### config.mk
export PLATFORM = sky130hd
export DESIGN_NAME = xfer_service
export DESIGN_NICKNAME = d
export VERILOG_FILES = /design/src/hdl/xfer_service_pkg.sv /design/src/hdl/xfer_service.sv
export SDC_FILE = /design/constraint.sdc
export NUM_CORES = 1
export LEC_CHECK = 0
export BUFFER_PORTS_ARGS = -buffer_cell sky130_fd_sc_hd__buf_2
export CAP_MARGIN = 40
export CORE_ASPECT_RATIO = 2
export CORE_MARGIN = 4
export CORE_UTILIZATION = 46
export CTS_CLUSTER_DIAMETER = 80
export DETAILED_ROUTE_END_ITERATION = 8
export HOLD_SLACK_MARGIN = 0.15
export PLACE_DENSITY_LB_ADDON = 0.25
export SYNTH_ARGS = -nofsm -noshare
export SYNTH_HDL_FRONTEND = slang
export SYNTH_SLANG_ARGS = --single-unit
### constraint.sdc
create_clock -name ref_clk -period 10.8 [get_ports ref_clk]
set_input_delay 1.62 -clock ref_clk [delete_from_list [all_inputs] [get_ports ref_clk]]
set_output_delay 1.62 -clock ref_clk [all_outputs]
set_load 0.005 [all_outputs]
### src/hdl/xfer_service_pkg.sv
package xfer_service_pkg;
   // =====================================
   // register map (word index = byte offset / 4)
   localparam logic [7:0] ctrl_off = 8'h00;
   localparam logic [7:0] count_off = 8'h04;
   localparam logic [7:0] status_off = 8'h08;
   localparam logic [7:0] ptr_off = 8'h0c;
   localparam logic [7:0] coef_off = 8'h10;
   localparam logic [7:0] cmp_lo_off = 8'h14;
   localparam logic [7:0] cmp_hi_off = 8'h18;
   localparam logic [7:0] buf_lo_off = 8'h1c;
   localparam logic [7:0] buf_hi_off = 8'h20;
   localparam logic [7:0] mem_ptr_off = 8'h24;
   // =====================================
   // field positions
   localparam int ctrl_mode_lsb = 0;
   localparam int ctrl_exch_bit = 2;
   localparam int ctrl_dir_bit = 3;
   localparam int ctrl_word_bit = 4;
   localparam int ctrl_mult_bit = 5;
   localparam int ctrl_npts_lsb = 6;
   localparam int pat_bit = 7;
   localparam int max_points = 3;
   localparam int cmp_bytes = 8;
   // =====================================
   // reset values and windows
   localparam logic [15:0] fast_win_base = 16'hfe00;
   localparam logic [31:0] ctrl_rst = 32'h0000_0000;
   localparam logic [15:0] count_rst = 16'h0000;
   localparam logic [7:0] unmapped_val = 8'h00;

   typedef enum logic [1:0] {
      mode_counter,
      mode_compound,
      mode_single,
      mode_pattern
   } mode_t;

   typedef struct packed {
      logic we;
      logic re;
      logic [7:0] addr;
      logic [31:0] wdata;
   } reg_req_t;

   // one memory / sfr access of the engine
   typedef struct packed {
      logic mem_we;
      logic [15:0] mem_addr;
      logic [15:0] mem_wdata;
      logic sfr_we;
      logic [7:0] sfr_addr;
      logic [15:0] sfr_wdata;
      logic word;
   } xfer_t;
endpackage

### src/hdl/xfer_service.sv
`timescale 1ns/1ps
module xfer_service (
   input wire logic ref_clk,
   input wire logic rstn,
   input wire logic trigger,
   input wire logic cpu_halted,
   input wire logic [7:0] reg_addr,
   input wire logic [31:0] reg_wdata,
   input wire logic reg_we,
   input wire logic reg_re,
   output logic [31:0] reg_rdata,
   output logic [7:0] sfr_addr,
   output logic [15:0] sfr_wdata,
   output logic sfr_we,
   output logic sfr_word,
   input wire logic [15:0] sfr_rdata,
   output logic [15:0] mem_addr,
   output logic [15:0] mem_wdata,
   output logic mem_we,
   output logic mem_word,
   input wire logic [15:0] mem_rdata,
   output logic vector_irq,
   output logic pattern_irq,
   output logic busy
);
   // =====================================
   // engine states
   typedef enum logic [2:0] {
      st_idle,
      st_rd,
      st_wr,
      st_mul,
      st_count
   } state_t;

   state_t state_ff;
   logic [31:0] ctrl_ff;
   logic [15:0] service_down_counter_ff;
   logic armed_ff;
   logic [23:0] ptr_ff;
   logic [15:0] coef_ff;
   logic [63:0] cmp_ff;
   logic [63:0] tape_index_pattern_ff;
   logic [7:0] mem_ptr_ff;
   logic [3:0] step_ff;
   logic halt_meta_ff;
   logic halt_sync_ff;
   logic vector_irq_ff;
   logic pattern_irq_ff;
   logic match_seen_ff;
   xfer_service_pkg::xfer_t xfer_ff;
   logic [31:0] reg_rdata_ff;

   xfer_service_pkg::mode_t mode;
   logic exch;
   logic to_mem;
   logic word_sel;
   logic mult_en;
   logic [1:0] npts;
   logic [3:0] last_step;
   logic trig_take;
   logic [31:0] product;
   logic [63:0] nxt_pattern;

   assign mode = xfer_service_pkg::mode_t'(ctrl_ff[xfer_service_pkg::ctrl_mode_lsb +: 2]);
   assign exch = ctrl_ff[xfer_service_pkg::ctrl_exch_bit];
   assign to_mem = ctrl_ff[xfer_service_pkg::ctrl_dir_bit];
   assign word_sel = ctrl_ff[xfer_service_pkg::ctrl_word_bit];
   assign mult_en = ctrl_ff[xfer_service_pkg::ctrl_mult_bit];
   assign npts = ctrl_ff[xfer_service_pkg::ctrl_npts_lsb +: 2];
   // full product kept, only its low half reaches the target sfr
   assign product = sfr_rdata * coef_ff;
   assign nxt_pattern = {tape_index_pattern_ff[62:0], sfr_rdata[xfer_service_pkg::pat_bit]};

   // compound walks four paths, each with npts items (zero counts as one)
   function automatic logic [3:0] steps_for(input xfer_service_pkg::mode_t m,
      input logic [1:0] n);
      logic [1:0] k;
      k = (n == 2'h0) ? 2'h1 : n;
      if (m == xfer_service_pkg::mode_compound) begin
         steps_for = {k, 2'h0} - 4'h1;
      end else begin
         steps_for = 4'h0;
      end
   endfunction

   // one decode for the write hits outside the main register case
   function automatic logic wr_hit(input logic [7:0] off);
      wr_hit = reg_we && reg_addr == off;
   endfunction

   assign last_step = steps_for(mode, npts);
   // trigger is same-clock logic from the interrupt controller;
   // cpu_halted is only reported, the engine runs on ref_clk regardless
   // a trigger still high when a step ends starts the next one
   assign trig_take = trigger && state_ff == st_idle && armed_ff;
   assign busy = state_ff != st_idle;

   // =====================================
   // register writes
   always_ff @(posedge ref_clk or negedge rstn) begin
      if (!rstn) begin
         ctrl_ff <= xfer_service_pkg::ctrl_rst;
         ptr_ff <= 24'h000000;
         coef_ff <= 16'h0000;
         cmp_ff <= 64'h0000_0000_0000_0000;
         mem_ptr_ff <= 8'h00;
      end else if (reg_we) begin
         unique case (reg_addr)
            xfer_service_pkg::ctrl_off: ctrl_ff <= reg_wdata;
            xfer_service_pkg::ptr_off: ptr_ff <= reg_wdata[23:0];
            xfer_service_pkg::coef_off: coef_ff <= reg_wdata[15:0];
            xfer_service_pkg::cmp_lo_off: cmp_ff[31:0] <= reg_wdata;
            xfer_service_pkg::cmp_hi_off: cmp_ff[63:32] <= reg_wdata;
            xfer_service_pkg::mem_ptr_off: mem_ptr_ff <= reg_wdata[7:0];
            default: ;
         endcase
      end
   end

   // =====================================
   // counter and arming
   // a count write beside a decrement wins: software re-arm has priority
   always_ff @(posedge ref_clk or negedge rstn) begin
      if (!rstn) begin
         service_down_counter_ff <= xfer_service_pkg::count_rst;
         armed_ff <= 1'b0;
      end else if (wr_hit(xfer_service_pkg::count_off)) begin
         service_down_counter_ff <= reg_wdata[15:0];
         armed_ff <= reg_wdata[15:0] != 16'h0000;
      end else if (state_ff == st_count) begin
         service_down_counter_ff <= service_down_counter_ff - 16'h0001;
         if (service_down_counter_ff == 16'h0001) begin
            armed_ff <= 1'b0;
         end
      end
   end

   // =====================================
   // interrupt outputs: one-cycle pulses
   always_ff @(posedge ref_clk or negedge rstn) begin
      if (!rstn) begin
         vector_irq_ff <= 1'b0;
         pattern_irq_ff <= 1'b0;
      end else begin
         vector_irq_ff <= state_ff == st_count && service_down_counter_ff == 16'h0001;
         pattern_irq_ff <= state_ff == st_count && match_seen_ff;
      end
   end
   assign vector_irq = vector_irq_ff;
   assign pattern_irq = pattern_irq_ff;

   // =====================================
   // transfer engine, no cpu context touched
   always_ff @(posedge ref_clk or negedge rstn) begin
      if (!rstn) begin
         state_ff <= st_idle;
         step_ff <= 4'h0;
         tape_index_pattern_ff <= 64'h0000_0000_0000_0000;
         match_seen_ff <= 1'b0;
         xfer_ff <= '0;
      end else begin
         // write strobes are one-cycle pulses unless a state raises them
         xfer_ff.mem_we <= 1'b0;
         xfer_ff.sfr_we <= 1'b0;
         if (wr_hit(xfer_service_pkg::buf_lo_off)) begin
            tape_index_pattern_ff[31:0] <= reg_wdata;
         end else if (wr_hit(xfer_service_pkg::buf_hi_off)) begin
            tape_index_pattern_ff[63:32] <= reg_wdata;
         end
         unique case (state_ff)
            st_idle: begin
               match_seen_ff <= 1'b0;
               step_ff <= 4'h0;
               if (trig_take) begin
                  state_ff <= (mode == xfer_service_pkg::mode_counter) ? st_count : st_rd;
               end
            end
            st_rd: begin
               // present addresses; data return next cycle
               // compound sfr addresses wrap over the four paths only
               xfer_ff.sfr_addr <= (mode == xfer_service_pkg::mode_pattern)
                  ? ptr_ff[7:0] : ptr_ff[7:0] + {6'h00, step_ff[1:0]};
               xfer_ff.mem_addr <= (mode == xfer_service_pkg::mode_single)
                  ? (xfer_service_pkg::fast_win_base | {8'h00, mem_ptr_ff})
                  : {8'h00, mem_ptr_ff} + {12'h000, step_ff};
               // compound paths: 0 byte->mem, 1 word->mem, 2 mem->byte, 3 mem->word
               xfer_ff.word <= (mode == xfer_service_pkg::mode_compound)
                  ? step_ff[0] : word_sel;
               state_ff <= st_wr;
            end
            st_wr: begin
               unique case (mode)
                  xfer_service_pkg::mode_compound: begin
                     if (exch) begin
                        xfer_ff.mem_we <= 1'b1;
                        xfer_ff.sfr_we <= 1'b1;
                     end else begin
                        xfer_ff.mem_we <= !step_ff[1];
                        xfer_ff.sfr_we <= step_ff[1];
                     end
                     xfer_ff.mem_wdata <= sfr_rdata;
                     xfer_ff.sfr_wdata <= mem_rdata;
                  end
                  xfer_service_pkg::mode_single: begin
                     xfer_ff.mem_we <= to_mem;
                     xfer_ff.sfr_we <= !to_mem;
                     xfer_ff.mem_wdata <= sfr_rdata;
                     xfer_ff.sfr_wdata <= mem_rdata;
                  end
                  default: begin // pattern
                     tape_index_pattern_ff <= nxt_pattern;
                     match_seen_ff <= nxt_pattern == cmp_ff;
                  end
               endcase
               if (mode == xfer_service_pkg::mode_pattern && mult_en) begin
                  xfer_ff.sfr_addr <= ptr_ff[15:8];
                  state_ff <= st_mul;
               end else if (step_ff == last_step) begin
                  state_ff <= st_count;
               end else begin
                  step_ff <= step_ff + 4'h1;
                  state_ff <= st_rd;
               end
            end
            st_mul: begin
               // sfr_rdata now from pointer 1; low half kept
               xfer_ff.sfr_addr <= ptr_ff[23:16];
               xfer_ff.sfr_wdata <= product[15:0];
               xfer_ff.sfr_we <= 1'b1;
               xfer_ff.word <= 1'b1;
               state_ff <= st_count;
            end
            st_count: state_ff <= st_idle;
            default: state_ff <= st_idle;
         endcase
      end
   end

   assign sfr_addr = xfer_ff.sfr_addr;
   assign sfr_wdata = xfer_ff.sfr_wdata;
   assign sfr_we = xfer_ff.sfr_we;
   assign sfr_word = xfer_ff.word;
   assign mem_addr = xfer_ff.mem_addr;
   assign mem_wdata = xfer_ff.mem_wdata;
   assign mem_we = xfer_ff.mem_we;
   assign mem_word = xfer_ff.word;

   // =====================================
   // halt flag comes from the gated cpu side, so two flops first
   always_ff @(posedge ref_clk or negedge rstn) begin
      if (!rstn) begin
         halt_meta_ff <= 1'b0;
         halt_sync_ff <= 1'b0;
      end else begin
         halt_meta_ff <= cpu_halted;
         halt_sync_ff <= halt_meta_ff;
      end
   end

   // =====================================
   // register reads, data one cycle later
   always_ff @(posedge ref_clk or negedge rstn) begin
      if (!rstn) begin
         reg_rdata_ff <= 32'h0000_0000;
      end else if (reg_re) begin
         unique case (reg_addr)
            xfer_service_pkg::ctrl_off: reg_rdata_ff <= ctrl_ff;
            xfer_service_pkg::count_off: reg_rdata_ff <= {16'h0000, service_down_counter_ff};
            xfer_service_pkg::status_off:
               reg_rdata_ff <= {28'h0000000, halt_sync_ff, match_seen_ff, busy, armed_ff};
            xfer_service_pkg::ptr_off: reg_rdata_ff <= {8'h00, ptr_ff};
            xfer_service_pkg::coef_off: reg_rdata_ff <= {16'h0000, coef_ff};
            xfer_service_pkg::cmp_lo_off: reg_rdata_ff <= cmp_ff[31:0];
            xfer_service_pkg::cmp_hi_off: reg_rdata_ff <= cmp_ff[63:32];
            xfer_service_pkg::buf_lo_off: reg_rdata_ff <= tape_index_pattern_ff[31:0];
            xfer_service_pkg::buf_hi_off: reg_rdata_ff <= tape_index_pattern_ff[63:32];
            xfer_service_pkg::mem_ptr_off: reg_rdata_ff <= {24'h000000, mem_ptr_ff};
            // unmapped offsets read as zero
            default: reg_rdata_ff <= 32'h0000_0000;
         endcase
      end else begin
         reg_rdata_ff <= 32'h0000_0000;
      end
   end
   assign reg_rdata = reg_rdata_ff;
endmodule

# Yosys cells after proc, flatten, opt, wreduce, memory -nomap -nowiden
# Cells that the tools add are included.
[classes] n_addsub=5 mul=1 eq_ne=25 mux=38 reduce_logical=36
[op_table] cell="32-bit one-hot mux with 10 select lines" n=1
[op_table] cell="32-bit two-way mux" n=4
[op_table] cell="64-bit two-way mux" n=2
[op_table] cell="64-bit == test" n=1
[op_table] cell="16-bit two-way mux" n=4
[op_table] cell="17-bit one-hot mux with 2 select lines" n=1
[op_table] cell="8-bit by 5-bit == test with 1-bit output, second input constant" n=4
[op_table] cell="16-bit one-hot mux with 2 select lines" n=1
[op_table] cell="8-bit one-hot mux with 3 select lines" n=1
[op_table] cell="2-bit AND reduction" n=11
[op_table] cell="16-bit by 1-bit == test with 1-bit output, second input constant" n=1
[op_table] cell="8-bit by 4-bit == test with 1-bit output, second input constant" n=2
[op_table] cell="8-bit by 6-bit == test with 1-bit output, second input constant" n=2
[op_table] cell="16-bit by 16-bit multiplier with 16-bit output" n=1
[op_table] cell="8-bit two-way mux" n=2
[op_table] cell="16-bit nonzero test" n=1
[op_table] cell="16-bit by 1-bit subtractor with 16-bit output, second input constant" n=1
[op_table] cell="3-bit two-way mux" n=4
[op_table] cell="4-bit two-way mux" n=3
[op_table] cell="2-bit != test, second input constant" n=6
[op_table] cell="3-bit one-hot mux with 4 select lines" n=1
[op_table] cell="2-bit nonzero test" n=6
[op_table] cell="8-bit by 4-bit adder with 9-bit output" n=1
[op_table] cell="8-bit by 2-bit adder with 8-bit output" n=1
[op_table] cell="21 further kinds" n=43
[word_totals] register_bits=328 out_inout_bits=95 elab_cells=129

# Depth between registers and ports, before layout
[logic_depth] ltp_word=8 depth_mapped=21 depth_no_buf=20

# Least setup slack after synthesis
# Ideal clock, no wire load.
[synth_timing] path_kind="input-to-reg" start="input port sfr_rdata[7]" end="register sfr_wdata[14] (netlist name)" setup_ns=0.083 t_arrival_ns=6.159 path_slack_ns=4.559 path_stages=19 n_path_buf=1 cell_sequence="clkbuf_1 and2_1 fa_1 inv_1 fa_1 fa_1 fa_1 inv_1 fa_1 inv_1 fa_1 inv_1 ha_1 a21oi_1 nor2_1 a21oi_1 o311ai_0 xnor2_1 o21ai_0"
[synth_between] elab_chain_len=2
[synth_lines] element="from (decl)" line_no="xfer_service.sv:16" rtl="input wire logic [15:0] sfr_rdata,"
[synth_lines] element="16-bit by 16-bit multiplier with 16-bit output" line_no="xfer_service.sv:72" rtl="assign product = sfr_rdata * coef_ff;"
[synth_lines] element="16-bit one-hot mux with 2 select lines" line_no="xfer_service.sv:171" rtl="unique case (state_ff)"
# Every way passes these cells.
# A chain may end at the register's enable or synchronous reset.

# Worst setup path in the final report
[layout_timing] start="input port sfr_rdata[7]" end="register sfr_wdata[14] (netlist name)"
[layout_between] elab_chain_len=2
[layout_lines] element="16-bit by 16-bit multiplier with 16-bit output" line_no="xfer_service.sv:72"
[layout_lines] element="16-bit one-hot mux with 2 select lines" line_no="xfer_service.sv:171"
# Every way passes these cells.

==> summary.json <==
{
  "power_and_ir_drop": {
    "worst_ir_drop_vdd_mv": 0.122,
    "p_int_mw": 2.19,
    "power_frac_comb": 0.142,
    "power.share.switching": 0.284,
    "power_per_cell_area_nw_per_um2": 139,
    "power.static_leakage_nw": 10.4,
    "switching_power_mw": 0.872,
    "clockPowerShare": 0.403,
    "sequential_power_share": 0.455
  },
  "routing": {
    "route.detailed.vias_per_inst": 5.96,
    "finalWirelength_um": 66300,
    "route.antenna.remaining_nets": 0,
    "route.detailed.drc": 0,
    "avgRoutedWirePerCell_um": 25.6,
    "dr_total_vias": 15449,
    "drt-initial-drc-count": 1265,
    "drtPass1Iterations": 6
  },
  "yosys": {
    "synth.avg_cell_area_um2": 10.3,
    "ys_dominant_reg_cell": "dfrtp_1",
    "syn-num-nets": 2137,
    "ys_seq_elements": 322,
    "synth_edf_count": 0,
    "seq_area_frac_synth": 0.409,
    "post_synth_num_cell_types": 69,
    "post_synthesis_instance_area_um2": 19700,
    "asyncSetResetFlopFracSynth": 1.00,
    "postSynthCellCount": 1915,
    "yosys_warn_count": 0
  },
  "cts": {
    "cts-root-buf": "clkbuf_16",
    "clock_path_buffers": 3,
    "clk_transition_reported_paths_ns": 0.07,
    "clock_tree_from_tritoncts": "yes",
    "cts_buffers": 30,
    "post_cts.repair.setup_buffers": 0,
    "post_cts.resized_instances": 0,
    "h-tree-depth": 1,
    "worst_skew_pair_later_pin_latency_ns": 0.59,
    "cts_hold_buffers": 0,
    "clock_sink_count": 322
  },
  "floorplanning": {
    "floorplan.initialDensity": 0.464,
    "rows": 107,
    "core_area_um2": 42400,
    "dieArea_um2": 46400,
    "die_w_um": 154,
    "dieHeight_um": 301,
    "pin_count": 173
  },
  "sta": {
    "relSlewSlack": 0.308,
    "final_period_minus_worst_setup_slack_ns": 6.10,
    "timing.hold.ws_ns": 0.354,
    "setup_skew_after_layout_ns": 0.0225,
    "slew_viol_final": 0,
    "final.setup.worst_slack_ns": 4.70,
    "worst_tran_pin_value_ns": 1.04,
    "max_freq_mhz": 164,
    "totalNegativeSetupSlack_ns": 0,
    "min_period_over_period": 0.565,
    "rsz0062_at_grt": "false",
    "finalSetupViolCount": 0,
    "timing_hold_violations_final": 0
  },
  "critical_path": {
    "timing.setup.critical_path_class": "in -> reg",
    "cp_slowest_cell": "fa_1",
    "worst_setup_slack_for_register_to_register_paths_ns": 5.17,
    "setup.worst_path.end": "sfr_wdata[14]",
    "timing.rr.end": "sfr_wdata[14]",
    "critPathMaxFanout": 12,
    "crit_arrival_ns": 6.55,
    "setup.worst_path.start": "sfr_rdata[7]",
    "cp_top_family": "adder cells",
    "reg2reg_from": "coef_ff[2]",
    "worst_r2r_path_depth": 17,
    "cp.required_ns": 11.26,
    "path_depth": 19,
    "endpoint_kind": "register",
    "critical_path.cell_chain": "buf_2 -> and2_1 -> fa_1 -> inv_1 -> fa_1 -> fa_1 -> fa_1 -> inv_1 -> fa_1 -> inv_1 -> fa_1 -> inv_1 -> ha_1 -> a21oi_1 -> nor2_1 -> a21oi_1 -> o311ai_0 -> xnor2_1 -> o21ai_0",
    "timing.critical_path.slowest_cell_delay_ns": 0.55,
    "path_buf_inv": 5,
    "crit_path_frequent_cell": "fa_1",
    "cp-start-kind": "input pin"
  },
  "grt": {
    "grt_resource_usage_total": 0.284,
    "initial_antenna_violation_count": 1,
    "grt_start_max_net_pins": 168,
    "first_global_vias": 16408,
    "global_route.overflow_total": 0,
    "grt_pass1_wl_um": 100000
  },
  "final_layout": {
    "areaGrowthSynthToFinish_pct": 12.3,
    "fraction_of_final_layout_cells_with_drive_strength_greater_than_1": 0.209,
    "design.final.nets": 2246,
    "final_core_util": 0.521
  },
  "placement": {
    "pre_cts_slack_ns": 4.09,
    "port-buffer-count": 172,
    "place.gp.congestion": 0.964,
    "dp.final_hpwl_um": 49200
  },
  "flow_run": {
    "cap_viol_max_count": 0
  },
  "worst_hold_path": {
    "worstHoldPathType": "reg -> reg",
    "hold_path_depth": 0
  },
  "outcome": {
    "run_status": "finished, final reports clean"
  }
}
-- synth_stat cells, drive strengths merged (7+ instances only) --
cell,instances,area share
nor4,18,0.0068
fa,82,0.083
ha,62,0.039
o22ai,8,0.0025
and3,10,0.0032
a222oi,20,0.010
o21ai,107,0.027
xor2,54,0.024
inv,131,0.025
nand4,14,0.0044
a211oi,7,0.0027
nand3,29,0.0083
clkbuf,69,0.013
mux2i,77,0.039
nor3,15,0.0052
nand2,257,0.049
xnor2,73,0.032
a31oi,22,0.0070
nand2b,7,0.0022
a22o,9,0.0040
dfrtp,322,0.41
mux2,155,0.089
a221oi,9,0.0040
and2,78,0.025
nor2,62,0.012
a22oi,52,0.020
buf,54,0.015
nor2b,8,0.0025
a21oi,61,0.015
-- layer usage --
metal	GRT usage	vias to the layer above	wire, um
met5	0	-	12
met4	0.214	2	6190
met3	0.0306	269	3060
met2	0.533	635	35900
met1	0.283	7787	21200
li1	-	6756	-
-- state kept, by name, summed over array words and instances, names as in the netlist, 3 cells and up --
| signal | cells |
|---|---|
| reg_rdata | 32 |
| sfr_wdata | 16 |
| cmp_ff | 64 |
| coef_ff | 16 |
| tape_index_pattern_ff | 64 |
| mem_ptr_ff | 8 |
| step_ff | 4 |
| ptr_ff | 24 |
| mem_wdata | 16 |
| ctrl_ff | 32 |
| state_ff | 3 |
| sfr_addr | 8 |
| mem_addr | 10 |
| service_down_counter_ff | 16 |
-- cell usage in the layout, fill, tap and decap left out, types with 16 or more instances in the layout --
cell and count:
and2_1 78, buf_2 172, dfrtp_1 322, ha_1 62
mux2i_1 77, nor4_1 16, buf_4 22, a22oi_1 52
inv_1 130, xor2_1 54, a222oi_1 20, o21ai_0 105
xnor2_1 73, clkbuf_16 31, fa_1 82, a21oi_1 61
mux2_2 154, nand3_1 27, nor2_1 57, a31oi_1 22
nand2_1 251
-- power by group through the flow --
stage               logic [mW]  registers (mW)  clock network, mW
floorplan                0.265            1.37                  0
global placement         0.427            1.41                  0
detailed placement       0.437            1.41                  0
CTS                      0.439            1.39               1.25
global route             0.479            1.40               1.30
finish                   0.436            1.39               1.24
-- metrics by stage --
step | total power [mW] | area (um2) | std cells
CTS | 3.08 | 22100 | 2590
floorplan | 1.64 | 19700 | 1915
finish | 3.07 | 22100 | 2592
global route | 3.18 | 22100 | 2591
detailed placement | 1.85 | 21000 | 2536
global placement | 1.84 | 20900 | 2529
-- how the worst min path moves through the flow --
stage | slack, ns | to | startpoint
after floorplan | 0.33 | halt_sync_ff | halt_meta_ff
after global placement | 0.34 | halt_sync_ff | halt_meta_ff
final | 0.35 | halt_sync_ff | halt_meta_ff
after global routing | 0.37 | halt_sync_ff | halt_meta_ff
after detailed placement | 0.34 | halt_sync_ff | halt_meta_ff
after CTS | 0.35 | halt_sync_ff | halt_meta_ff
-- worst register-to-register path: cells and delay by family (launching register included) --
| family | cells | cell delay, ns |
|---|---|---|
| adder cells (fa/ha/maj) | 7 | 3.45 |
| AND/OR/NAND/NOR | 2 | 0.26 |
| buffers and inverters | 3 | 0.16 |
| XOR/XNOR | 1 | 0.17 |
| AO/OA/AOI/OAI | 4 | 0.66 |
| flip-flops | 1 | 0.84 |
-- cell families after synthesis --
logic type      synth area share
compound gates             0.104
simple gates               0.126
flops                      0.409
buf+inv                   0.0535
xor+xnor                  0.0576
fa+ha+maj                  0.123
mux                        0.128
-- final cells by class --
class                           instances  area [um2]
Antenna cell                            1        2.50
Clock buffer                           40         840
Clock inverter                         14         279
Fill cell                            3820       20300
Inverter                              131         492
Multi-Input combinational cell       1339       10600
Sequential cell                       322        8060
Tap cell                              545         682
Timing Repair Buffer                  200        1150
Note: power is estimated with default switching activity, not from simulation.
